===== src/usfpid_map.svh =====
// register map, field positions and timing constants of the serial block
// Notes on behaviour
// wake field: 0 idle line, 1 address mark.
// idle count starts after start or stop.
// start-bit counting tallies data ones too.
// stop-bit counting: zero shifted after stop.
// parity on enables generation and checking.
// parity bit sits just before stop.
// parity type: 0 even, 1 odd.
// data read is rx buffer, write tx.
// data accesses clear status flags automatically.
// data bits 31..16 read zero.
// data bit 15 is noise flag.
// data bit 14 is parity fault flag.
// wake method matters only in standby.
// bit 13: frame fault; write sends special.
// length select: 0 eight, 1 nine bits.
// parity mismatch raises parity fault flag.
`ifndef USFPID_MAP_SVH
`define USFPID_MAP_SVH
`define USF_ADDR_CTRL      4'h0
`define USF_ADDR_DATA      4'h4
`define USF_ADDR_STAT      4'h8
`define USF_ADDR_MASK      4'hC
`define USF_CTRL_PT        0
`define USF_CTRL_PE        1
`define USF_CTRL_ILT       2
`define USF_CTRL_WAKE      3
`define USF_CTRL_M         4
`define USF_CTRL_RWU       5
`define USF_CTRL_TE        6
`define USF_CTRL_RE        7
`define USF_DATA_NOISE     15
`define USF_DATA_PAR       14
`define USF_DATA_FRM       13
`define USF_DATA_EMPTY     12
`define USF_ST_RXFULL      0
`define USF_ST_TXDONE      1
`define USF_ST_IDLE        2
`define USF_ST_PERR        3
`define USF_ST_FERR        4
`define USF_ST_OVR         5
`define USF_ST_W           6
`define USF_CTRL_RST       8'h00
`define USF_BAUD_DIV       16'h0010
`define USF_IDLE_BITS      4'hA
`endif


===== src/usfpid_pkg.sv =====
// types shared by the serial block
`default_nettype none
package usfpid_pkg;
   typedef struct packed {
      logic [3:0]  addr;
      logic [31:0] wdata;
      logic        wr;
      logic        rd;
   } usf_bus_t;
   typedef enum logic [1:0] {S_IDLE, S_START, S_BITS, S_STOP} usf_state_t;
endpackage
`default_nettype wire


===== src/usfpid_top.sv =====
// serial transceiver with parity, idle detection, standby and data register
//
// The address-and-strobe port and the placing of the registers were chosen for this implementation.
`include "usfpid_map.svh"
`default_nettype none
module usfpid_top
   import usfpid_pkg::*;
(
   // clock and reset
   input  wire logic        sys_clk_i,
   input  wire logic        rst_n_i,
   // register port
   input  wire logic [3:0]  addr_i,
   input  wire logic [31:0] wdata_i,
   input  wire logic        wr_i,
   input  wire logic        rd_i,
   output logic      [31:0] rdata_o,
   // serial line and interrupt
   input  wire logic        rx_i,
   output logic             tx_o,
   output logic             irq_o
);
   usf_bus_t bus;
   assign bus = '{addr: addr_i, wdata: wdata_i, wr: wr_i, rd: rd_i};

   // pin synchroniser
   logic rx_m, rx_s;
   always_ff @(posedge sys_clk_i or negedge rst_n_i) begin
      if (!rst_n_i) begin
         rx_m <= 1'b1;
         rx_s <= 1'b1;
      end else begin
         rx_m <= rx_i;
         rx_s <= rx_m;
      end
   end

   logic [7:0]  ctrl, next_ctrl;
   logic [5:0]  stat, next_stat, mask, next_mask;
   logic [31:0] rdata, next_rdata;
   logic        irq, next_irq;
   wire  wr_data = bus.wr && bus.addr == `USF_ADDR_DATA;
   wire  rd_data = bus.rd && bus.addr == `USF_ADDR_DATA;
   wire  nine = ctrl[`USF_CTRL_M];
   wire  par_on = ctrl[`USF_CTRL_PE];
   wire  par_odd = ctrl[`USF_CTRL_PT];
   wire [3:0] nbits = 4'h8 + {3'h0, nine} + {3'h0, par_on};

   // ---------------- transmitter ----------------
   usf_state_t  t_st, next_t_st;
   logic [15:0] t_cnt, next_t_cnt;
   logic [3:0]  t_idx, next_t_idx;
   logic [10:0] t_sh, next_t_sh;
   logic        t_spc, next_t_spc, t_pend, next_t_pend;
   logic [9:0]  t_buf, next_t_buf;
   logic        tx, next_tx, t_done;
   always_comb begin
      next_t_st = t_st;
      next_t_cnt = t_cnt;
      next_t_idx = t_idx;
      next_t_sh = t_sh;
      next_t_spc = t_spc;
      next_t_pend = t_pend;
      next_t_buf = t_buf;
      next_tx = tx;
      t_done = 1'b0;
      if (wr_data) begin
         next_t_buf = bus.wdata[9:0];
         next_t_spc = bus.wdata[`USF_DATA_FRM];
         next_t_pend = 1'b1;
      end
      case (t_st)
         S_IDLE: begin
            next_tx = 1'b1;
            if (t_pend && ctrl[`USF_CTRL_TE]) begin
               next_t_pend = wr_data;
               next_t_st = S_START;
               next_t_cnt = `USF_BAUD_DIV;
               next_t_idx = 4'h0;
               next_t_sh = 11'h7FF;
               if (!t_spc) begin
                  next_t_sh[8:0] = t_buf[8:0];
                  if (!nine)
                     next_t_sh[8] = 1'b1;
                  // parity before stop, even/odd
                  if (par_on)
                     next_t_sh[nbits - 4'h1] = par_odd ^
                        (^(t_buf[8:0] & (nine ? 9'h1FF : 9'h0FF)));
               end else if (!t_buf[9])
                  next_t_sh = 11'h000;
               next_tx = t_spc && t_buf[9];
            end
         end
         S_START: begin
            next_t_cnt = t_cnt - 16'h1;
            if (t_cnt == 16'h1) begin
               next_t_cnt = `USF_BAUD_DIV;
               next_t_st = S_BITS;
               next_tx = t_sh[0];
            end
         end
         S_BITS: begin
            next_t_cnt = t_cnt - 16'h1;
            if (t_cnt == 16'h1) begin
               next_t_cnt = `USF_BAUD_DIV;
               next_t_sh = {1'b1, t_sh[10:1]};
               next_t_idx = t_idx + 4'h1;
               next_tx = t_sh[1];
               if (t_idx == nbits - 4'h1) begin
                  next_t_st = S_STOP;
                  next_tx = ~(t_spc && !t_buf[9]) ;
               end
            end
         end
         S_STOP: begin
            next_t_cnt = t_cnt - 16'h1;
            if (t_cnt == 16'h1) begin
               next_t_st = S_IDLE;
               next_tx = 1'b1;
               t_done = 1'b1;
            end
         end
         default: next_t_st = S_IDLE;
      endcase
   end
   always_ff @(posedge sys_clk_i or negedge rst_n_i) begin
      if (!rst_n_i) begin
         t_st <= S_IDLE;
         t_cnt <= 16'h0;
         t_idx <= 4'h0;
         t_sh <= 11'h7FF;
         t_spc <= 1'b0;
         t_pend <= 1'b0;
         t_buf <= 10'h0;
         tx <= 1'b1;
      end else begin
         t_st <= next_t_st;
         t_cnt <= next_t_cnt;
         t_idx <= next_t_idx;
         t_sh <= next_t_sh;
         t_spc <= next_t_spc;
         t_pend <= next_t_pend;
         t_buf <= next_t_buf;
         tx <= next_tx;
      end
   end

   // ---------------- receiver ----------------
   usf_state_t  r_st, next_r_st;
   logic [15:0] r_cnt, next_r_cnt;
   logic [3:0]  r_idx, next_r_idx;
   logic [10:0] r_sh, next_r_sh;
   logic [3:0]  idle_cnt, next_idle_cnt;
   logic        r_noise, next_r_noise, prev_rx, standby, next_standby;
   logic [12:0] rbuf, next_rbuf;  // noise, parity, frame, data[9:0]
   logic        rfull, next_rfull;
   logic        ev_rx, ev_idle, ev_ovr;
   logic        par_bad;
   always_comb begin
      next_r_st = r_st;
      next_r_cnt = r_cnt;
      next_r_idx = r_idx;
      next_r_sh = r_sh;
      next_idle_cnt = idle_cnt;
      next_r_noise = r_noise;
      next_rbuf = rbuf;
      next_rfull = rfull && !rd_data;
      next_standby = standby;
      ev_rx = 1'b0;
      ev_idle = 1'b0;
      ev_ovr = 1'b0;
      par_bad = 1'b0;
      if (bus.wr && bus.addr == `USF_ADDR_CTRL)
         next_standby = bus.wdata[`USF_CTRL_RWU];
      case (r_st)
         S_IDLE: begin
            next_r_cnt = r_cnt - 16'h1;
            if (r_cnt == 16'h1) begin
               next_r_cnt = `USF_BAUD_DIV;
               // count ones toward an idle character
               if (rx_s && idle_cnt != `USF_IDLE_BITS) begin
                  next_idle_cnt = idle_cnt + 4'h1;
                  if (idle_cnt == `USF_IDLE_BITS - 4'h1) begin
                     ev_idle = 1'b1;
                     if (standby && !ctrl[`USF_CTRL_WAKE])
                        next_standby = 1'b0;
                  end
               end
            end
            if (!rx_s && prev_rx && ctrl[`USF_CTRL_RE]) begin
               next_r_st = S_START;
               next_r_cnt = `USF_BAUD_DIV >> 1;
               next_r_noise = 1'b0;
               if (!ctrl[`USF_CTRL_ILT])
                  next_idle_cnt = 4'h0;
            end
         end
         S_START: begin
            next_r_cnt = r_cnt - 16'h1;
            if (r_cnt == 16'h1) begin
               next_r_cnt = `USF_BAUD_DIV;
               next_r_idx = 4'h0;
               if (rx_s) next_r_st = S_IDLE; else next_r_st = S_BITS;
            end
         end
         S_BITS: begin
            next_r_cnt = r_cnt - 16'h1;
            if (r_cnt == 16'h1) begin
               next_r_cnt = `USF_BAUD_DIV;
               next_r_sh[r_idx] = rx_s;
               next_r_idx = r_idx + 4'h1;
               if (!ctrl[`USF_CTRL_ILT]) begin
                  if (rx_s) next_idle_cnt = idle_cnt + 4'h1;
                  else next_idle_cnt = 4'h0;
               end
               if (r_idx == nbits - 4'h1) next_r_st = S_STOP;
            end else if (r_cnt == (`USF_BAUD_DIV >> 1) - 16'h1 &&
                         rx_s != prev_rx)
               next_r_noise = 1'b1;
         end
         S_STOP: begin
            next_r_cnt = r_cnt - 16'h1;
            if (r_cnt == 16'h1) begin
               next_r_cnt = `USF_BAUD_DIV;
               next_r_st = S_IDLE;
               // zero shifted after stop clears the tally
               // counting from the start bit lets the stop bit count
               if (ctrl[`USF_CTRL_ILT] || !rx_s)
                  next_idle_cnt = 4'h0;
               else if (idle_cnt != `USF_IDLE_BITS)
                  next_idle_cnt = idle_cnt + 4'h1;
               // parity mismatch check
               par_bad = par_on && (par_odd ^
                  (^(r_sh[9:0] & (10'h3FF >> (4'hA - nbits)))));
               if (standby && ctrl[`USF_CTRL_WAKE] &&
                   r_sh[nbits - 4'h1 - {3'h0, par_on}])
                  next_standby = 1'b0;
               if (!next_standby) begin
                  ev_rx = 1'b1;
                  ev_ovr = rfull && !rd_data;
                  next_rfull = 1'b1;
                  next_rbuf[12] = r_noise;
                  next_rbuf[11] = par_bad;
                  next_rbuf[10] = !rx_s;
                  next_rbuf[9:0] = r_sh[9:0] & (nine ? 10'h1FF : 10'h0FF);
                  if (par_on) next_rbuf[nbits - 4'h1] = 1'b0;
               end
            end
         end
         default: next_r_st = S_IDLE;
      endcase
   end
   always_ff @(posedge sys_clk_i or negedge rst_n_i) begin
      if (!rst_n_i) begin
         r_st <= S_IDLE;
         r_cnt <= `USF_BAUD_DIV;
         r_idx <= 4'h0;
         r_sh <= 11'h0;
         idle_cnt <= 4'h0;
         r_noise <= 1'b0;
         prev_rx <= 1'b1;
         rbuf <= 13'h0;
         rfull <= 1'b0;
         standby <= 1'b0;
      end else begin
         r_st <= next_r_st;
         r_cnt <= next_r_cnt;
         r_idx <= next_r_idx;
         r_sh <= next_r_sh;
         idle_cnt <= next_idle_cnt;
         r_noise <= next_r_noise;
         prev_rx <= rx_s;
         rbuf <= next_rbuf;
         rfull <= next_rfull;
         standby <= next_standby;
      end
   end

   // ---------------- registers and interrupt ----------------
   logic [5:0] ev;
   always_comb begin
      ev = 6'h0;
      ev[`USF_ST_RXFULL] = ev_rx;
      ev[`USF_ST_TXDONE] = t_done;
      ev[`USF_ST_IDLE] = ev_idle;
      ev[`USF_ST_PERR] = par_bad;
      ev[`USF_ST_FERR] = ev_rx && next_rbuf[10];
      ev[`USF_ST_OVR] = ev_ovr;
      next_ctrl = ctrl;
      next_mask = mask;
      next_stat = stat;
      next_rdata = 32'h0;
      if (bus.wr && bus.addr == `USF_ADDR_CTRL) begin
         next_ctrl = bus.wdata[7:0];
         next_ctrl[`USF_CTRL_RWU] = 1'b0;  // shown from live standby
      end
      if (bus.wr && bus.addr == `USF_ADDR_MASK)
         next_mask = bus.wdata[5:0];
      if (bus.wr && bus.addr == `USF_ADDR_STAT)
         next_stat = stat & ~bus.wdata[5:0];
      if (rd_data)
         next_stat[`USF_ST_RXFULL] = 1'b0;
      if (wr_data)
         next_stat[`USF_ST_TXDONE] = 1'b0;
      next_stat = next_stat | ev;   // a new event beats the clear
      if (bus.rd) begin
         case (bus.addr)
            `USF_ADDR_CTRL: begin
               next_rdata[7:0] = ctrl;
               next_rdata[`USF_CTRL_RWU] = standby;
            end
            // upper half stays zero
            `USF_ADDR_DATA: next_rdata[15:0] = {rbuf[12:10], !rfull,
                                                2'b00, rbuf[9:0]};
            `USF_ADDR_STAT: next_rdata[5:0] = stat;
            `USF_ADDR_MASK: next_rdata[5:0] = mask;
            default: next_rdata = 32'h0;
         endcase
      end
      next_irq = |(next_stat & next_mask);
   end
   always_ff @(posedge sys_clk_i or negedge rst_n_i) begin
      if (!rst_n_i) begin
         ctrl <= `USF_CTRL_RST;
         mask <= 6'h0;
         stat <= 6'h0;
         rdata <= 32'h0;
         irq <= 1'b0;
      end else begin
         ctrl <= next_ctrl;
         mask <= next_mask;
         stat <= next_stat;
         rdata <= next_rdata;
         irq <= next_irq;
      end
   end
   assign rdata_o = rdata;
   assign tx_o = tx;
   assign irq_o = irq;

   AST_RDZERO: assert property (@(posedge sys_clk_i) disable iff (!rst_n_i)
      rdata_o[31:16] == 16'h0000) else $error("data upper bits nonzero");
   AST_EMPTY: assert property (@(posedge sys_clk_i) disable iff (!rst_n_i)
      rd_data |=> rdata_o[`USF_DATA_EMPTY] == !$past(rfull))
      else $error("empty bit wrong");
   AST_RDCLR: assert property (@(posedge sys_clk_i) disable iff (!rst_n_i)
      rd_data && !ev_rx |=> !rfull) else $error("read did not clear");
   AST_NOPAR: assert property (@(posedge sys_clk_i) disable iff (!rst_n_i)
      !par_on |-> !par_bad) else $error("parity fault while off");
   AST_ILT1: assert property (@(posedge sys_clk_i) disable iff (!rst_n_i)
      r_st == S_STOP && next_r_st == S_IDLE && ctrl[`USF_CTRL_ILT]
      |=> idle_cnt == 4'h0)
      else $error("idle tally not cleared");
   AST_STANDBY: assert property (@(posedge sys_clk_i) disable iff (!rst_n_i)
      standby && next_standby |-> !ev_rx) else $error("rx in standby");
   AST_PFLAG: assert property (@(posedge sys_clk_i) disable iff (!rst_n_i)
      ev_rx |=> rbuf[11] == $past(par_bad)) else $error("parity flag");
   AST_IRQ: assert property (@(posedge sys_clk_i) disable iff (!rst_n_i)
      ##1 irq_o == |($past(next_stat) & $past(next_mask)))
      else $error("irq mismatch");
   COV_RX: cover property (@(posedge sys_clk_i) ev_rx);
   COV_PERR: cover property (@(posedge sys_clk_i) par_bad);
   COV_IDLE: cover property (@(posedge sys_clk_i) ev_idle);
   COV_TX: cover property (@(posedge sys_clk_i) t_done);
endmodule
`default_nettype wire


===== config.mk =====
export PLATFORM = sky130hd
export DESIGN_NAME = usfpid_top
export DESIGN_NICKNAME = d
export VERILOG_FILES = /design/src/usfpid_pkg.sv /design/src/usfpid_top.sv
export VERILOG_INCLUDE_DIRS = /design/src /design/src/src
export SDC_FILE = /design/constraint.sdc
export NUM_CORES = 1
export LEC_CHECK = 0
export ABC_AREA = 1
export BUFFER_PORTS_ARGS = -buffer_cell sky130_fd_sc_hd__buf_2
export CORE_AREA = 2 2 114 116
export DETAILED_ROUTE_END_ITERATION = 8
export DIE_AREA = 0 0 116 118
export GPL_ROUTABILITY_DRIVEN = 0
export GPL_TIMING_DRIVEN = 1
export PLACE_DENSITY = 0.8
export SETUP_SLACK_MARGIN = 0.3
export SYNTH_ARGS = -nofsm -noshare
export SYNTH_HDL_FRONTEND = slang
export SYNTH_SLANG_ARGS = --single-unit

===== constraint.sdc =====
create_clock -name sys_clk_i -period 2.3 [get_ports sys_clk_i]
set_input_delay 0.345 -clock sys_clk_i [delete_from_list [all_inputs] [get_ports sys_clk_i]]
set_output_delay 0.345 -clock sys_clk_i [all_outputs]
set_load 0.02 [all_outputs]

== Yosys cells after proc, flatten, opt, wreduce, memory -nomap -nowiden ==
Cells that the tools add are included.

* Register bits: 154
* Bits of input ports: 41
* Word-level logic and storage cells: 241

* Add/sub/neg operators: 10
* Order comparisons: 5
* Equality and inequality tests: 31
* Shift-type cells: 1
* Muxes and demuxes: 108
* Bitwise logic cells: 13
* Reductions and logical operators: 47

{| class="wikitable"
|+ Operators by type and width
! kind !! number
|-
| $mux 11 || 8
|-
| $mux 16 || 5
|-
| $mux 4 || 14
|-
| $pmux 16 s3 || 1
|-
| $mux 1 || 46
|-
| $eq 16x1->1 const B || 2
|-
| $pmux 16 s2 || 1
|-
| $sub 16x1->16 const B || 2
|-
| $ne 2x2->1 const B || 13
|-
| $pmux 6 s4 || 1
|-
| $bwmux 11 || 2
|-
| $mux 2 || 11
|-
| $pmux 11 s2 || 1
|-
| $logic_and 1x1->1 || 20
|-
| $mux 9 || 2
|-
| $eq 16x3->1 const B || 1
|-
| $pmux 2 s4 || 2
|-
| $pmux 4 s2 || 2
|-
| $lt 4x5->1 const B || 3
|-
| $reduce_and 5->1 || 3
|-
| $and 13x13->13 || 1
|-
| $mux 13 || 1
|-
| $not 13->13 || 1
|-
| $add 4x1->4 const B || 3
|-
| other kinds (45) || 69
|}

== Logic depth before layout (Yosys ltp) ==
Gate-level depths: netlist of run 1.

* Word-level depth: 17
* Gate-level depth with buffers: 19

== Least setup slack after synthesis of run 1 ==
Ideal clock, no wire load.

* Path kind: register to register
* Start point: register ctrl[1]
* End point: register irq (netlist: irq_o)
* Arrival time: 1.944 ns
* Path slack: 0.237 ns
* Cell stages (with the launch flop): 20
* Path buffers: 2
* Cells stage by stage: dfrtp_1 -> buf_4 -> inv_2 -> ha_1 -> inv_1 -> nand2_2 -> nand2_1 -> nand2_1 -> nand3_1 -> nand2_1 -> nand2_1 -> nand4_2 -> nand2_4 -> buf_8 -> nand2_4 -> nand2_2 -> nand2_1 -> nand2_1 -> inv_1 -> nand2_1

{| class="wikitable"
|+ RTL lines
! what !! RTL line !! RTL
|-
| start, declared || usfpid_top.sv:38 || <nowiki>logic [7:0] ctrl, next_ctrl;</nowiki>
|-
| start signal, assigned || usfpid_top.sv:324 || <nowiki>ctrl <= `USF_CTRL_RST;</nowiki>
|-
| start signal, assigned || usfpid_top.sv:330 || <nowiki>ctrl <= next_ctrl;</nowiki>
|-
| $add 4x1->4 || usfpid_top.sv:47 || <nowiki>wire [3:0] nbits = 4'h8 + {3'h0, nine} + {3'h0, par_on};</nowiki>
|-
| $sub 4x1->4 || usfpid_top.sv:236 || <nowiki>r_sh[nbits - 4'h1 - {3'h0, par_on}])</nowiki>
|-
| $sub 4x1->4 (*) || usfpid_top.sv:236 ||
|-
| $bmux 1 s4 (*) || usfpid_top.sv:236 ||
|-
| $mux 1 (not written as such) (*) || usfpid_top.sv:236 ||
|-
| $logic_and 1x1->1 (*) || usfpid_top.sv:235 || <nowiki>if (standby && ctrl[`USF_CTRL_WAKE] &&</nowiki>
|-
| $mux 1 (*) || usfpid_top.sv:235 ||
|-
| $mux 1 (*) || usfpid_top.sv:223 || <nowiki>if (r_cnt == 16'h1) begin</nowiki>
|-
| $mux 1 (*) || usfpid_top.sv:175 || <nowiki>case (r_st)</nowiki>
|-
| $mux 1 (*) || usfpid_top.sv:238 || <nowiki>if (!next_standby) begin</nowiki>
|-
| $mux 1 (*) || usfpid_top.sv:223 ||
|-
| $mux 1 (*) || usfpid_top.sv:175 ||
|-
| $or 6x6->6 (*) || usfpid_top.sv:305 || <nowiki>next_stat = next_stat | ev;</nowiki>
|-
| net next_stat[5] || usfpid_top.sv:39 || <nowiki>logic [5:0] stat, next_stat, mask, next_mask;</nowiki>
|-
| $and 6x6->6 (*) || usfpid_top.sv:320 || <nowiki>next_irq = |(next_stat & next_mask);</nowiki>
|-
| $reduce_or 6->1 (*) || usfpid_top.sv:320 ||
|-
| net next_irq || usfpid_top.sv:41 || <nowiki>logic irq, next_irq;</nowiki>
|-
| end signal, assigned || usfpid_top.sv:334 || <nowiki>irq <= next_irq;</nowiki>
|-
| end, declared || usfpid_top.sv:41 ||
|}

The timed path passes the listed nets; every way through them passes the cells marked *. The select of a mux whose other input is x is not followed.
A chain may end at the register's enable or synchronous reset.

== Worst setup path in the final report of run 1 ==
* Start point: register ctrl[1]
* End point: register t_sh[4]

* Cells in the longest elaborated chain, start to end: 11

{| class="wikitable"
|+ RTL lines
! what !! RTL line !! RTL
|-
| $add 4x1->4 || usfpid_top.sv:47 ||
|-
| $sub 4x1->4 || usfpid_top.sv:87 || <nowiki>next_t_sh[nbits - 4'h1] = par_odd ^</nowiki>
|-
| $lt 4x5->1 (not written as such) / $ge 4x1->1 (equally long branches) || usfpid_top.sv:87 ||
|-
| $logic_and 1x1->1 (not written as such) || usfpid_top.sv:87 ||
|-
| $mux 1 || usfpid_top.sv:88 || <nowiki>(^(t_buf[8:0] & (nine ? 9'h1FF : 9'h0FF)));</nowiki>
|-
| $demux 1 s4 || usfpid_top.sv:87 ||
|-
| $bwmux 11 || usfpid_top.sv:87 ||
|-
| $mux 11 (*) || usfpid_top.sv:86 || <nowiki>if (par_on)</nowiki>
|-
| $mux 11 (*) || usfpid_top.sv:81 || <nowiki>if (!t_spc) begin</nowiki>
|-
| $mux 11 (*) || usfpid_top.sv:75 || <nowiki>if (t_pend && ctrl[`USF_CTRL_TE]) begin</nowiki>
|-
| $pmux 11 s2 (*) || usfpid_top.sv:72 || <nowiki>case (t_st)</nowiki>
|-
| end signal, assigned || usfpid_top.sv:140 || <nowiki>t_sh <= next_t_sh;</nowiki>
|-
| end, declared || usfpid_top.sv:53 || <nowiki>logic [10:0] t_sh, next_t_sh;</nowiki>
|}

Mark *: on every way between the ends. The rest lies on a longest branch, timed or not. The select of a mux whose other input is x is not followed.

==> flow_summary_export.csv, run 1 <==
group,metric,value,unit
sta,period_share,0.918,
clock_network,clock_buffer_count_from_cts,17,
grt,antenna_found_initial,0,
grt,grt-busiest-layer,"met2",
grt,grt_usage,0.263,
clock_network,clk-insertion-delay-late,0.42,ns
worst_hold_path,hold-path-endpoint,"rx_m",
sta,finalHoldViolations,0,
final_layout,layout.cell_area.non_filler,8690,sq um
placement,place_worst_setup_slack,0.205,ns
sta,drv_slew,0,
grt,grt.overflow.total,0,
grt,grt_start_max_net_pins,58,
worst_hold_path,hold_start,"rx_i",
sta,setup_viol,0,
routing,ant_nets,0,
worst_setup_path,r2r_slack,0.19,ns
synthesis,commonest_register_cell_after_synthesis,"sky130_fd_sc_hd__dfrtp_1",
grt,number_of_global_route_vias_before_repair,5889,
clock_network,clock_sinks,134,
synthesis,synthesis.area_per_instance,8.19,sq um
synthesis,adder_and_majority_cell_fraction_of_the_synthesized_area,0.0477,
synthesis,synth.distinct_cells,51,
sta,grt_setup_unrepaired,"yes",
routing,routed_vias_inst,5.53,
synthesis,postSynthRegisterBits,134,
placement,detailedPlacementHpwl,11800,microns
worst_setup_path,worstSetupStartpointType,"flop",
synthesis,yosys_warnings,0,
final_layout,util_after_layout,0.700,
worst_setup_path,arrival_time_at_the_worst_endpoint,2.46,ns
worst_setup_path,worstSetupEndpointType,"flop",
synthesis,post_synth_and_or_nand_nor_area_fraction,0.241,
placement,placedInstanceArea,7730,sq um
synthesis,synth_top_family_by_area,"simple AND/OR/NAND/NOR gates",
grt,grt_util_met3,0.0582,
worst_setup_path,required,2.65,ns
floorplanning,boundaryPins,75,
synthesis,post_synth_instance_area,7340,sq um
placement,buffer_ports.inserted,34,
routing,total_wire_length,18000,microns
worst_setup_path,path_class,"flop to flop",
synthesis,ys_top_cells_by_area,"sky130_fd_sc_hd__dfrtp_1 40%, sky130_fd_sc_hd__nand2_1 9.8%, sky130_fd_sc_hd__dfstp_2 5.7%, sky130_fd_sc_hd__nor2_1 5.4%, sky130_fd_sc_hd__inv_1 5.4%",
final_layout,drive_gt1_frac,0.206,
synthesis,number_of_instances_in_the_synthesized_netlist,896,
floorplanning,starting_density,0.591,
floorplanning,height_of_the_chip,118,microns
final_layout,layout.cells.non_filler,1157,
floorplanning,die_area,13700,sq um
sta,setup_ws_final,0.189,ns
final_layout,layout-area-overhead-vs-synth,18.5,%
floorplanning,die_width,116,microns
synthesis,synth_compound_gate_area_share,0.117,
clock_network,path_clk_slew,0.06,ns
floorplanning,placeableCoreArea,12400,sq um
synthesis,synth_largest_type_area_fraction,0.402,
sta,finalClockSkew,0.00688,ns
synthesis,ys_seq_area_frac,0.460,
grt,grt_pass1_wl,28500,microns
power_and_ir_drop,power_density,1130,nW/um^2
synthesis,synth.largest_area_cell,"sky130_fd_sc_hd__dfrtp_1",
worst_setup_path,critical_path.reg2reg.endpoint,"t_sh[4]",
sta,timing.fmax,474,MHz
clock_network,tritoncts,"yes",
worst_setup_path,crit_fanout,4,
final_layout,antenna_cells,0,
worst_hold_path,worst_hold_path_type,"input port to flop",
clock_network,clock_tree.root_cell,"sky130_fd_sc_hd__clkbuf_16",
status,status,"finished clean",
sta,fin_crit,2.11,ns
clock_network,cts-htree-levels,4,
floorplanning,core.rowCount,41,
synthesis,synth_edf_count,0,
clock_network,clockBufferDepth,2,
worst_setup_path,timing.rr.start,"ctrl[1]",
synthesis,synth-xor-area-share,0.0418,
routing,vias,6396,
grt,global_route.usage.met1,0.358,
power_and_ir_drop,irDropWorstVdd,0.788,mV
placement,placed_cells_incl_taps,1105,
routing,detail_route.drc_violations,0,
final_layout,num-nets-final,1042,
run,maxCapViolCount,0,
worst_setup_path,timing.reg2reg.worst_path_depth,9,
routing,detail_route.wl_per_cell,15.5,microns
grt,groute.layer.met2.usage,0.407,
worst_hold_path,worstHoldPathCells,1,
routing,first_pass_iters,7,
synthesis,proportion_of_synthesized_flip_flops_having_asynchronous_set_or_reset,1.00,
routing,drt_iter0_drc,654,
power_and_ir_drop,leakagePower,4.30,nW
synthesis,synthMuxAreaShare,0.00153,
sta,timing.setup.tns,0,ns
## synthesized netlist by cell type (2+ instances only)
master                     count
sky130_fd_sc_hd__nor3_4        4
sky130_fd_sc_hd__nand2_2       9
sky130_fd_sc_hd__inv_2         9
sky130_fd_sc_hd__nand2_1     192
sky130_fd_sc_hd__inv_1       105
sky130_fd_sc_hd__nand3_1      50
sky130_fd_sc_hd__a32o_1        3
sky130_fd_sc_hd__or2_2         2
sky130_fd_sc_hd__a22o_1        2
sky130_fd_sc_hd__dfrtp_1     118
sky130_fd_sc_hd__nor4_1        2
sky130_fd_sc_hd__o21ai_2       5
sky130_fd_sc_hd__and3_1        2
sky130_fd_sc_hd__a21oi_2       2
sky130_fd_sc_hd__clkbuf_1      7
sky130_fd_sc_hd__dfstp_2      16
sky130_fd_sc_hd__ha_1         28
sky130_fd_sc_hd__o211ai_1      4
sky130_fd_sc_hd__xor2_1       23
sky130_fd_sc_hd__o22ai_1       2
sky130_fd_sc_hd__nor3_1       10
sky130_fd_sc_hd__buf_2         3
sky130_fd_sc_hd__nand4_1       7
sky130_fd_sc_hd__buf_4        21
sky130_fd_sc_hd__nand2_4       4
sky130_fd_sc_hd__o21ai_0      64
sky130_fd_sc_hd__a31oi_1       2
sky130_fd_sc_hd__nor2_2        6
sky130_fd_sc_hd__a21oi_1      31
sky130_fd_sc_hd__o31ai_1       7
sky130_fd_sc_hd__nor2_4        2
sky130_fd_sc_hd__a221oi_1      6
sky130_fd_sc_hd__nor2_1      106
sky130_fd_sc_hd__xnor2_1      12
sky130_fd_sc_hd__o21ai_1      14
## critical path, cell delays in order (launching register included)
cell and delay [ns]:
sky130_fd_sc_hd__dfrtp_1 0.41, sky130_fd_sc_hd__inv_2 0.12, sky130_fd_sc_hd__ha_1 0.31, sky130_fd_sc_hd__inv_1 0.14, sky130_fd_sc_hd__nor2_1 0.39, sky130_fd_sc_hd__inv_1 0.16, sky130_fd_sc_hd__a21oi_1 0.20, sky130_fd_sc_hd__o21ai_0 0.14
sky130_fd_sc_hd__nand2_1 0.09, sky130_fd_sc_hd__o21ai_1 0.08
## placed cells by master, fill, tap and decap left out, types with 3 or more instances in the layout
cell / synthesis / final
sky130_fd_sc_hd__inv_2: 9 / 11
sky130_fd_sc_hd__xor2_1: 23 / 21
sky130_fd_sc_hd__ha_1: 28 / 24
sky130_fd_sc_hd__xnor2_1: 12 / 11
sky130_fd_sc_hd__nand4_1: 7 / 7
sky130_fd_sc_hd__inv_1: 105 / 100
sky130_fd_sc_hd__o211ai_1: 4 / 4
sky130_fd_sc_hd__clkinvlp_4: 0 / 5
sky130_fd_sc_hd__nand2_2: 9 / 15
sky130_fd_sc_hd__o21ai_1: 14 / 17
sky130_fd_sc_hd__buf_2: 3 / 33
sky130_fd_sc_hd__a221oi_1: 6 / 6
sky130_fd_sc_hd__nor2_4: 2 / 6
sky130_fd_sc_hd__o21ai_2: 5 / 5
sky130_fd_sc_hd__nand2_1: 192 / 182
sky130_fd_sc_hd__conb_1: 1 / 19
sky130_fd_sc_hd__buf_4: 21 / 33
sky130_fd_sc_hd__dfrtp_1: 118 / 118
sky130_fd_sc_hd__a32o_1: 3 / 3
sky130_fd_sc_hd__o31ai_1: 7 / 5
sky130_fd_sc_hd__nor2_1: 106 / 99
sky130_fd_sc_hd__a21oi_1: 31 / 31
sky130_fd_sc_hd__nor2_2: 6 / 9
sky130_fd_sc_hd__clkinv_2: 0 / 5
sky130_fd_sc_hd__nand3_1: 50 / 46
sky130_fd_sc_hd__dfstp_2: 16 / 16
sky130_fd_sc_hd__buf_6: 1 / 4
sky130_fd_sc_hd__nand2_4: 4 / 7
sky130_fd_sc_hd__o21ai_0: 64 / 61
sky130_fd_sc_hd__clkbuf_16: 0 / 17
sky130_fd_sc_hd__nand3_2: 0 / 4
sky130_fd_sc_hd__nor3_4: 4 / 4
sky130_fd_sc_hd__nor3_1: 10 / 10
## kinds of logic (layout without fill, tap and decap cells)
group	after synthesis	in the layout
AO/OA/AOI/OAI	147	147
XOR/XNOR	35	35
adder cells (fa/ha/maj)	28	28
buffers and inverters	149	220
flip-flops	134	134
multiplexers	1	1
other	1	19
AND/OR/NAND/NOR	401	401
## state kept, by name, summed over array words and instances (netlist names), 7 cells and up, named ones only
register,flops
t_buf,10
r_cnt,16
rbuf,12
r_sh,11
t_cnt,16
rdata_o,13
t_sh,11
ctrl,7
## area by class of cell
| cell class | count | area [sq um] |
|---|---|---|
| clock inverters | 12 | 104 |
| inverters | 116 | 460 |
| fillers | 893 | 3720 |
| multi-input cells | 631 | 3580 |
| well taps | 172 | 215 |
| repair buffers | 73 | 508 |
| flip-flops and latches | 134 | 3370 |
| clock buffers | 19 | 453 |
## routing by layer
| metal | routed length, microns | part of all wire |
|---|---|---|
| met5 | 0 | 0 |
| met4 | 708 | 0.039 |
| met3 | 1430 | 0.080 |
| met2 | 8460 | 0.47 |
| met1 | 7370 | 0.41 |
## stage by stage
step | hold slack, ns | total power, mW
finish | 0.0222 | 9.86
global route | 0.0175 | 10.5
CTS | 0.0119 | 9.56
detailed placement | 0.297 | 6.83
global placement | 0.298 | 6.70
floorplan | 0.0494 | 5.98
## power breakdown
part           internal, mW  switching [mW]  total, mW
Combinational          1.41            2.40       3.81
Sequential             3.01           0.486       3.49
Clock                  1.53            1.03       2.56
Total                  5.95            3.91       9.86
## repair_timing
| item | CTS | global route |
|---|---|---|
| buffers inserted | 11 | 9 |
| hold buffers | 1 | 0 |
| endpoints found under the setup margin | 16 | 39 |
| resized for setup | 14 | 47 |
| hold endpoints to repair | 38 | 0 |
| pin swaps | 7 | 14 |
## how the worst max path moves through the flow
stage,start,end,depth (start not counted)
after detailed placement,ctrl[4],irq_o,15
after CTS,ctrl[1],irq_o,18
after global placement,ctrl[1],irq_o,14
after global routing,ctrl[1],t_sh[6],9
final,ctrl[1],t_sh[4],9
after floorplan,ctrl[1],irq_o,17
Note: power is estimated with default switching activity, not from simulation.
==> run 2, diff against run 1 <==
--- a/config.mk
+++ b/config.mk
@@ -8,12 +8,11 @@
 export LEC_CHECK = 0
 export ABC_AREA = 1
 export BUFFER_PORTS_ARGS = -buffer_cell sky130_fd_sc_hd__buf_2
-export CORE_AREA = 2 2 114 116
+export CORE_AREA = 2 2 160 162
 export DETAILED_ROUTE_END_ITERATION = 8
-export DIE_AREA = 0 0 116 118
+export DIE_AREA = 0 0 162 164
 export GPL_ROUTABILITY_DRIVEN = 0
 export GPL_TIMING_DRIVEN = 1
-export PLACE_DENSITY = 0.8
 export SETUP_SLACK_MARGIN = 0.3
 export SYNTH_ARGS = -nofsm -noshare
 export SYNTH_HDL_FRONTEND = slang
==> flow_summary_export.csv, run 2 (synthesized netlist as in run 1, its figures left out) <==
group,metric,value,unit
placement,detailedPlacementHpwl,12300,microns
power_and_ir_drop,power_density,1100,nW/um^2
final_layout,multiInputGateArea,3530,sq um
grt,grt.overflow.total,0,
grt,grt_pass1_wl,27300,microns
sta,finalClockSkew,0.0119,ns
worst_setup_path,crit_path_max_delay_cell_type,"sky130_fd_sc_hd__dfrtp_1",
worst_setup_path,crit_fanout,6,
power_and_ir_drop,clkPwrFrac,0.259,
worst_hold_path,worst_hold_path_type,"input port to flop",
power_and_ir_drop,p_switching,3.83,mW
routing,drt_iter0_drc,345,
grt,groute.layer.met2.usage,0.214,
sta,timing.fmax,511,MHz
routing,detail_route.drc_violations,0,
power_and_ir_drop,power.share.switching,0.393,
clock_network,clockBufferDepth,2,
status,status,"finished clean",
floorplanning,die_width,162,microns
routing,first_pass_iters,4,
floorplanning,core.rowCount,58,
grt,grt-busiest-layer,"met2",
sta,grt_setup_unrepaired,"yes",
final_layout,fillCellCount,2574,
power_and_ir_drop,leakagePower,4.31,nW
sta,timing.setup.tns,0,ns
worst_setup_path,timing.critical_path.cells,"inv_2 -> buf_4 -> ha_4 -> xor2_1 -> nor2_1 -> nand2_1 -> nand4_4 -> nand2_4 -> nand2_2 -> nand2_2 -> nand2_1 -> nand2_1 -> inv_1 -> nand2_1",
run,maxCapViolCount,0,
final_layout,mostFrequentLayoutCell,"sky130_fd_sc_hd__nand2_1",
clock_network,tritoncts,"yes",
grt,number_of_global_route_vias_before_repair,5608,
floorplanning,height_of_the_chip,164,microns
grt,grt_start_max_net_pins,47,
floorplanning,starting_density,0.296,
floorplanning,die_area,26600,sq um
final_layout,most-common-layout-cells,"185 x sky130_fd_sc_hd__nand2_1, 118 x sky130_fd_sc_hd__dfrtp_1, 100 x sky130_fd_sc_hd__inv_1",
sta,finalHoldViolations,0,
sta,period_share,0.850,
clock_network,path_clk_slew,0.06,ns
routing,vias,5901,
clock_network,clock_tree.root_cell,"sky130_fd_sc_hd__clkbuf_16",
floorplanning,placeableCoreArea,24800,sq um
power_and_ir_drop,total_power,9.76,mW
worst_setup_path,required,2.66,ns
worst_setup_path,arrival_time_at_the_worst_endpoint,2.31,ns
worst_setup_path,slowest_delay,0.40,ns
routing,detail_route.wl_per_cell,12.7,microns
final_layout,num-nets-final,1046,
worst_setup_path,timing.critical_path.mode_cell,"sky130_fd_sc_hd__nand2_1",
clock_network,clk-insertion-delay-late,0.42,ns
grt,antenna_found_initial,0,
routing,total_wire_length,16700,microns
power_and_ir_drop,power.share.sequential,0.355,
grt,global_route.usage.met1,0.165,
worst_setup_path,path_class,"flop to flop",
sta,setup_viol,0,
clock_network,clock_buffer_count_from_cts,17,
floorplanning,boundaryPins,75,
routing,routed_vias_inst,4.47,
clock_network,cts-htree-levels,4,
final_layout,drive_gt1_frac,0.203,
final_layout,layout-area-overhead-vs-synth,20.4,%
grt,grt_usage,0.128,
power_and_ir_drop,power.internal,5.92,mW
final_layout,antenna_cells,0,
sta,fin_crit,1.96,ns
power_and_ir_drop,power_frac_comb,0.386,
placement,buffer_ports.inserted,34,
routing,ant_nets,0,
final_layout,seq_area,3370,sq um
clock_network,clock_sinks,134,
sta,drv_slew,0,
grt,grt_util_met3,0.0326,
worst_setup_path,worstSetupStartpointType,"flop",
power_and_ir_drop,irDropWorstVdd,0.625,mV
worst_setup_path,worstSetupEndpointType,"flop",
[run 2: what timing repair did]
action                                 4_1_cts  5_1_grt
setup buffers                                5       21
endpoints found under the hold margin       41        0
gates resized for setup                      6       40
pin swaps                                    1       19
hold buffers                                 1        0
setup endpoints to repair                   18       42
[run 2: power groups by stage]
stage / sequential [mW] / combinational (mW) / clock [mW]
2_1_floorplan: 3.41 / 2.57 / 0
3_3_place_gp: 3.48 / 3.25 / 0
3_5_place_dp: 3.49 / 3.31 / 0
4_1_cts: 3.46 / 3.38 / 2.58
5_1_grt: 3.54 / 4.27 / 2.68
6_report: 3.47 / 3.76 / 2.53
[run 2: path summary, 6_finish.rpt]
check	slack, ns	cells after the start	startpoint	to
max in group asynchronous	1.19	3	rst_n_i	r_idx[1]
max	0.34	14	ctrl[4]	irq_o
min	0.02	1	rx_i	rx_m
min reg2reg	0.36	0	rx_m	rx_s
min in group asynchronous	0.42	2	rst_n_i	rdata_o[3]
max reg2reg	0.34	14	ctrl[4]	irq_o
[run 2: layer usage]
metal	vias up	share of wire
li1	3015	-
met1	2779	0.46
met2	92	0.49
met3	15	0.042
met4	0	0.012
met5	-	0
[run 2: layout make-up]
class / count / share of cell area
Tap cell: 330 / 0.0467
Sequential cell: 134 / 0.382
Timing Repair Buffer: 77 / 0.0586
Clock inverter: 12 / 0.0103
Inverter: 116 / 0.0507
Multi-Input combinational cell: 631 / 0.400
Clock buffer: 20 / 0.0517
[run 2: stage by stage]
step | cell area (sq um) | worst slack (ns) | hold WS [ns] | std cells | util
floorplan | 7420 | 0.303 | 0.0494 | 914 | -
global placement | 7910 | 0.197 | 0.307 | 1261 | 0.319
detailed placement | 7910 | 0.162 | 0.314 | 1261 | 0.319
CTS | 8530 | 0.286 | 0.00497 | 1299 | 0.344
global route | 8830 | 0.221 | 0.0120 | 1320 | 0.356
finish | 8830 | 0.345 | 0.0236 | 1320 | 0.356
[run 2: worst max-delay path: cells and delay by family, from the launching register on]
kind / cells / cell delay [ns]
DFF: 1 / 0.40
xor gates and xnor gates: 1 / 0.27
and+or+nand+nor: 9 / 0.79
adders and majority gates: 1 / 0.18
buffers and inverters: 3 / 0.27
==> run 3, diff against run 2 <==
==> constraint.sdc (replaced) <==
create_clock -name sys_clk_i -period 2.05 [get_ports sys_clk_i]
set_input_delay 0.3075 -clock sys_clk_i [delete_from_list [all_inputs] [get_ports sys_clk_i]]
set_output_delay 0.3075 -clock sys_clk_i [all_outputs]
set_load 0.02 [all_outputs]
==> flow_summary_export.csv, run 3 (synthesized netlist as in run 1, its figures left out) <==
group,metric,value,unit
status,status,"finished clean",
worst_setup_path,crit_fanout,8,
worst_setup_path,crit_path_max_delay_cell_type,"sky130_fd_sc_hd__dfrtp_2",
clock_network,clock_tree.root_cell,"sky130_fd_sc_hd__clkbuf_16",
worst_setup_path,worstSetupEndpointType,"flop",
sta,grt_setup_unrepaired,"yes",
clock_network,cts-htree-levels,4,
floorplanning,height_of_the_chip,164,microns
routing,detail_route.wl_per_cell,13.3,microns
run,maxCapViolCount,0,
placement,placedInstanceArea,8110,sq um
final_layout,num-nets-final,1090,
sta,fin_crit,1.93,ns
grt,grt.overflow.total,0,
worst_hold_path,worst_hold_path_type,"input port to flop",
final_layout,mostFrequentLayoutCell,"sky130_fd_sc_hd__nand2_1",
worst_setup_path,required,2.41,ns
clock_network,path_clk_slew,0.06,ns
floorplanning,die_width,162,microns
grt,grt_pass1_wl,29100,microns
routing,first_pass_iters,5,
sta,drv_slew,0,
routing,total_wire_length,18200,microns
worst_setup_path,arrival_time_at_the_worst_endpoint,2.29,ns
placement,buffer_ports.inserted,34,
routing,drt_iter0_drc,370,
placement,detailedPlacementHpwl,12700,microns
worst_setup_path,slowest_delay,0.42,ns
sta,finalClockSkew,0.00791,ns
clock_network,clk-insertion-delay-late,0.42,ns
floorplanning,die_area,26600,sq um
power_and_ir_drop,irDropWorstVdd,0.626,mV
worst_setup_path,timing.critical_path.cells,"inv_6 -> ha_4 -> inv_4 -> nand2_4 -> nand2_4 -> nand2_1 -> nand3_2 -> nand2_2 -> nand4_4 -> nand2_8 -> buf_4 -> nand3_1 -> nand2_1",
final_layout,fillCellCount,2443,
sta,setup_viol,0,
routing,ant_nets,0,
sta,timing.setup.tns,0,ns
clock_network,clockBufferDepth,2,
grt,antenna_found_initial,0,
worst_setup_path,critPathTopFamily,"simple AND/OR/NAND/NOR gates",
final_layout,layout.cell_area.non_filler,9710,sq um
routing,vias,6199,
routing,detail_route.drc_violations,0,
worst_setup_path,path_class,"flop to flop",
floorplanning,starting_density,0.296,
power_and_ir_drop,leakagePower,4.65,nW
grt,grt_usage,0.137,
floorplanning,boundaryPins,75,
clock_network,clock_buffer_count_from_cts,17,
sta,finalHoldViolations,0,
clock_network,clock_sinks,134,
sta,setup_ws_final,0.120,ns
routing,routed_vias_inst,4.55,
floorplanning,core.rowCount,58,
grt,number_of_global_route_vias_before_repair,5882,
placement,place_worst_setup_slack,0.00915,ns
worst_setup_path,worstSetupStartpointType,"flop",
sta,timing.fmax,518,MHz
floorplanning,placeableCoreArea,24800,sq um
sta,period_share,0.941,
final_layout,most-common-layout-cells,"169 x sky130_fd_sc_hd__nand2_1, 114 x sky130_fd_sc_hd__dfrtp_1, 90 x sky130_fd_sc_hd__inv_1",
worst_setup_path,timing.critical_path.buf_inv,3,
final_layout,drive_gt1_frac,0.315,
power_and_ir_drop,power_density,1310,nW/um^2
final_layout,layout-area-overhead-vs-synth,32.3,%
clock_network,tritoncts,"yes",
final_layout,antenna_cells,0,
grt,grt_start_max_net_pins,46,
[run 3: report_power, final]
group | leakage [nW] | total (mW) | internal [mW] | switching [mW]
Clock | 0.313 | 3.41 | 2.22 | 1.19
Sequential | 1.68 | 3.92 | 3.38 | 0.538
Combinational | 2.65 | 5.36 | 2.32 | 3.04
[run 3: stage by stage]
step / power, mW / utilization / instances / hold slack (ns)
final: 12.7 / 0.391 / 1363 / 0.132
after global routing: 13.6 / 0.391 / 1363 / 0.128
after CTS: 11.7 / 0.364 / 1334 / 0.127
after detailed placement: 7.88 / 0.327 / 1280 / 0.277
after global placement: 7.80 / 0.327 / 1280 / 0.276
after floorplan: 6.76 / - / 914 / 0.0119
[run 3: final cells by class]
class,count,area [sq um],share of cell area
multi-input combinational,632,3900,0.402
timing repair inverter,1,5.00,0.000516
inverter,116,460,0.0474
clock inverter,11,196,0.0202
timing repair buffer,119,897,0.0924
tap,330,413,0.0425
clock buffer,20,457,0.0470
sequential,134,3380,0.348
[run 3: per-layer routing]
| metal | track usage | vias up | share of wire |
|---|---|---|---|
| li1 | - | 3099 | - |
| met3 | 0.0275 | 24 | 0.034 |
| met1 | 0.183 | 2972 | 0.46 |
| met4 | 0.0374 | 0 | 0.017 |
| met2 | 0.227 | 104 | 0.49 |
| met5 | 0 | - | 0 |
[run 3: final timing paths]
kind | cells past startpoint | slack (ns) | from | end
max | 13 | 0.12 | ctrl[1] | rbuf[6]
min | 2 | 0.13 | wdata_i[9] | t_buf[9]
max reg2reg | 13 | 0.12 | ctrl[1] | rbuf[6]
min reg2reg | 0 | 0.36 | rx_m | rx_s
max in group asynchronous | 3 | 1.02 | rst_n_i | t_sh[4]
min in group asynchronous | 2 | 0.39 | rst_n_i | rdata_o[4]
[run 3: timing repair]
item | CTS | global route
hold endpoints to repair | 42 | 0
cloned | 0 | 2
resized for setup | 40 | 135
hold buffers | 2 | 0
setup buffers | 21 | 27
pin swaps | 17 | 51
setup endpoints to repair | 48 | 70
[run 3: worst reg2reg max path, cell delays in order, from the launching register on]
cell and delay (ns):
sky130_fd_sc_hd__dfrtp_2 0.42, sky130_fd_sc_hd__inv_6 0.05, sky130_fd_sc_hd__ha_4 0.31, sky130_fd_sc_hd__inv_4 0.04, sky130_fd_sc_hd__nand2_4 0.10, sky130_fd_sc_hd__nand2_4 0.08, sky130_fd_sc_hd__nand2_1 0.10, sky130_fd_sc_hd__nand3_2 0.07
sky130_fd_sc_hd__nand2_2 0.09, sky130_fd_sc_hd__nand4_4 0.14, sky130_fd_sc_hd__nand2_8 0.15, sky130_fd_sc_hd__buf_4 0.15, sky130_fd_sc_hd__nand3_1 0.09, sky130_fd_sc_hd__nand2_1 0.08
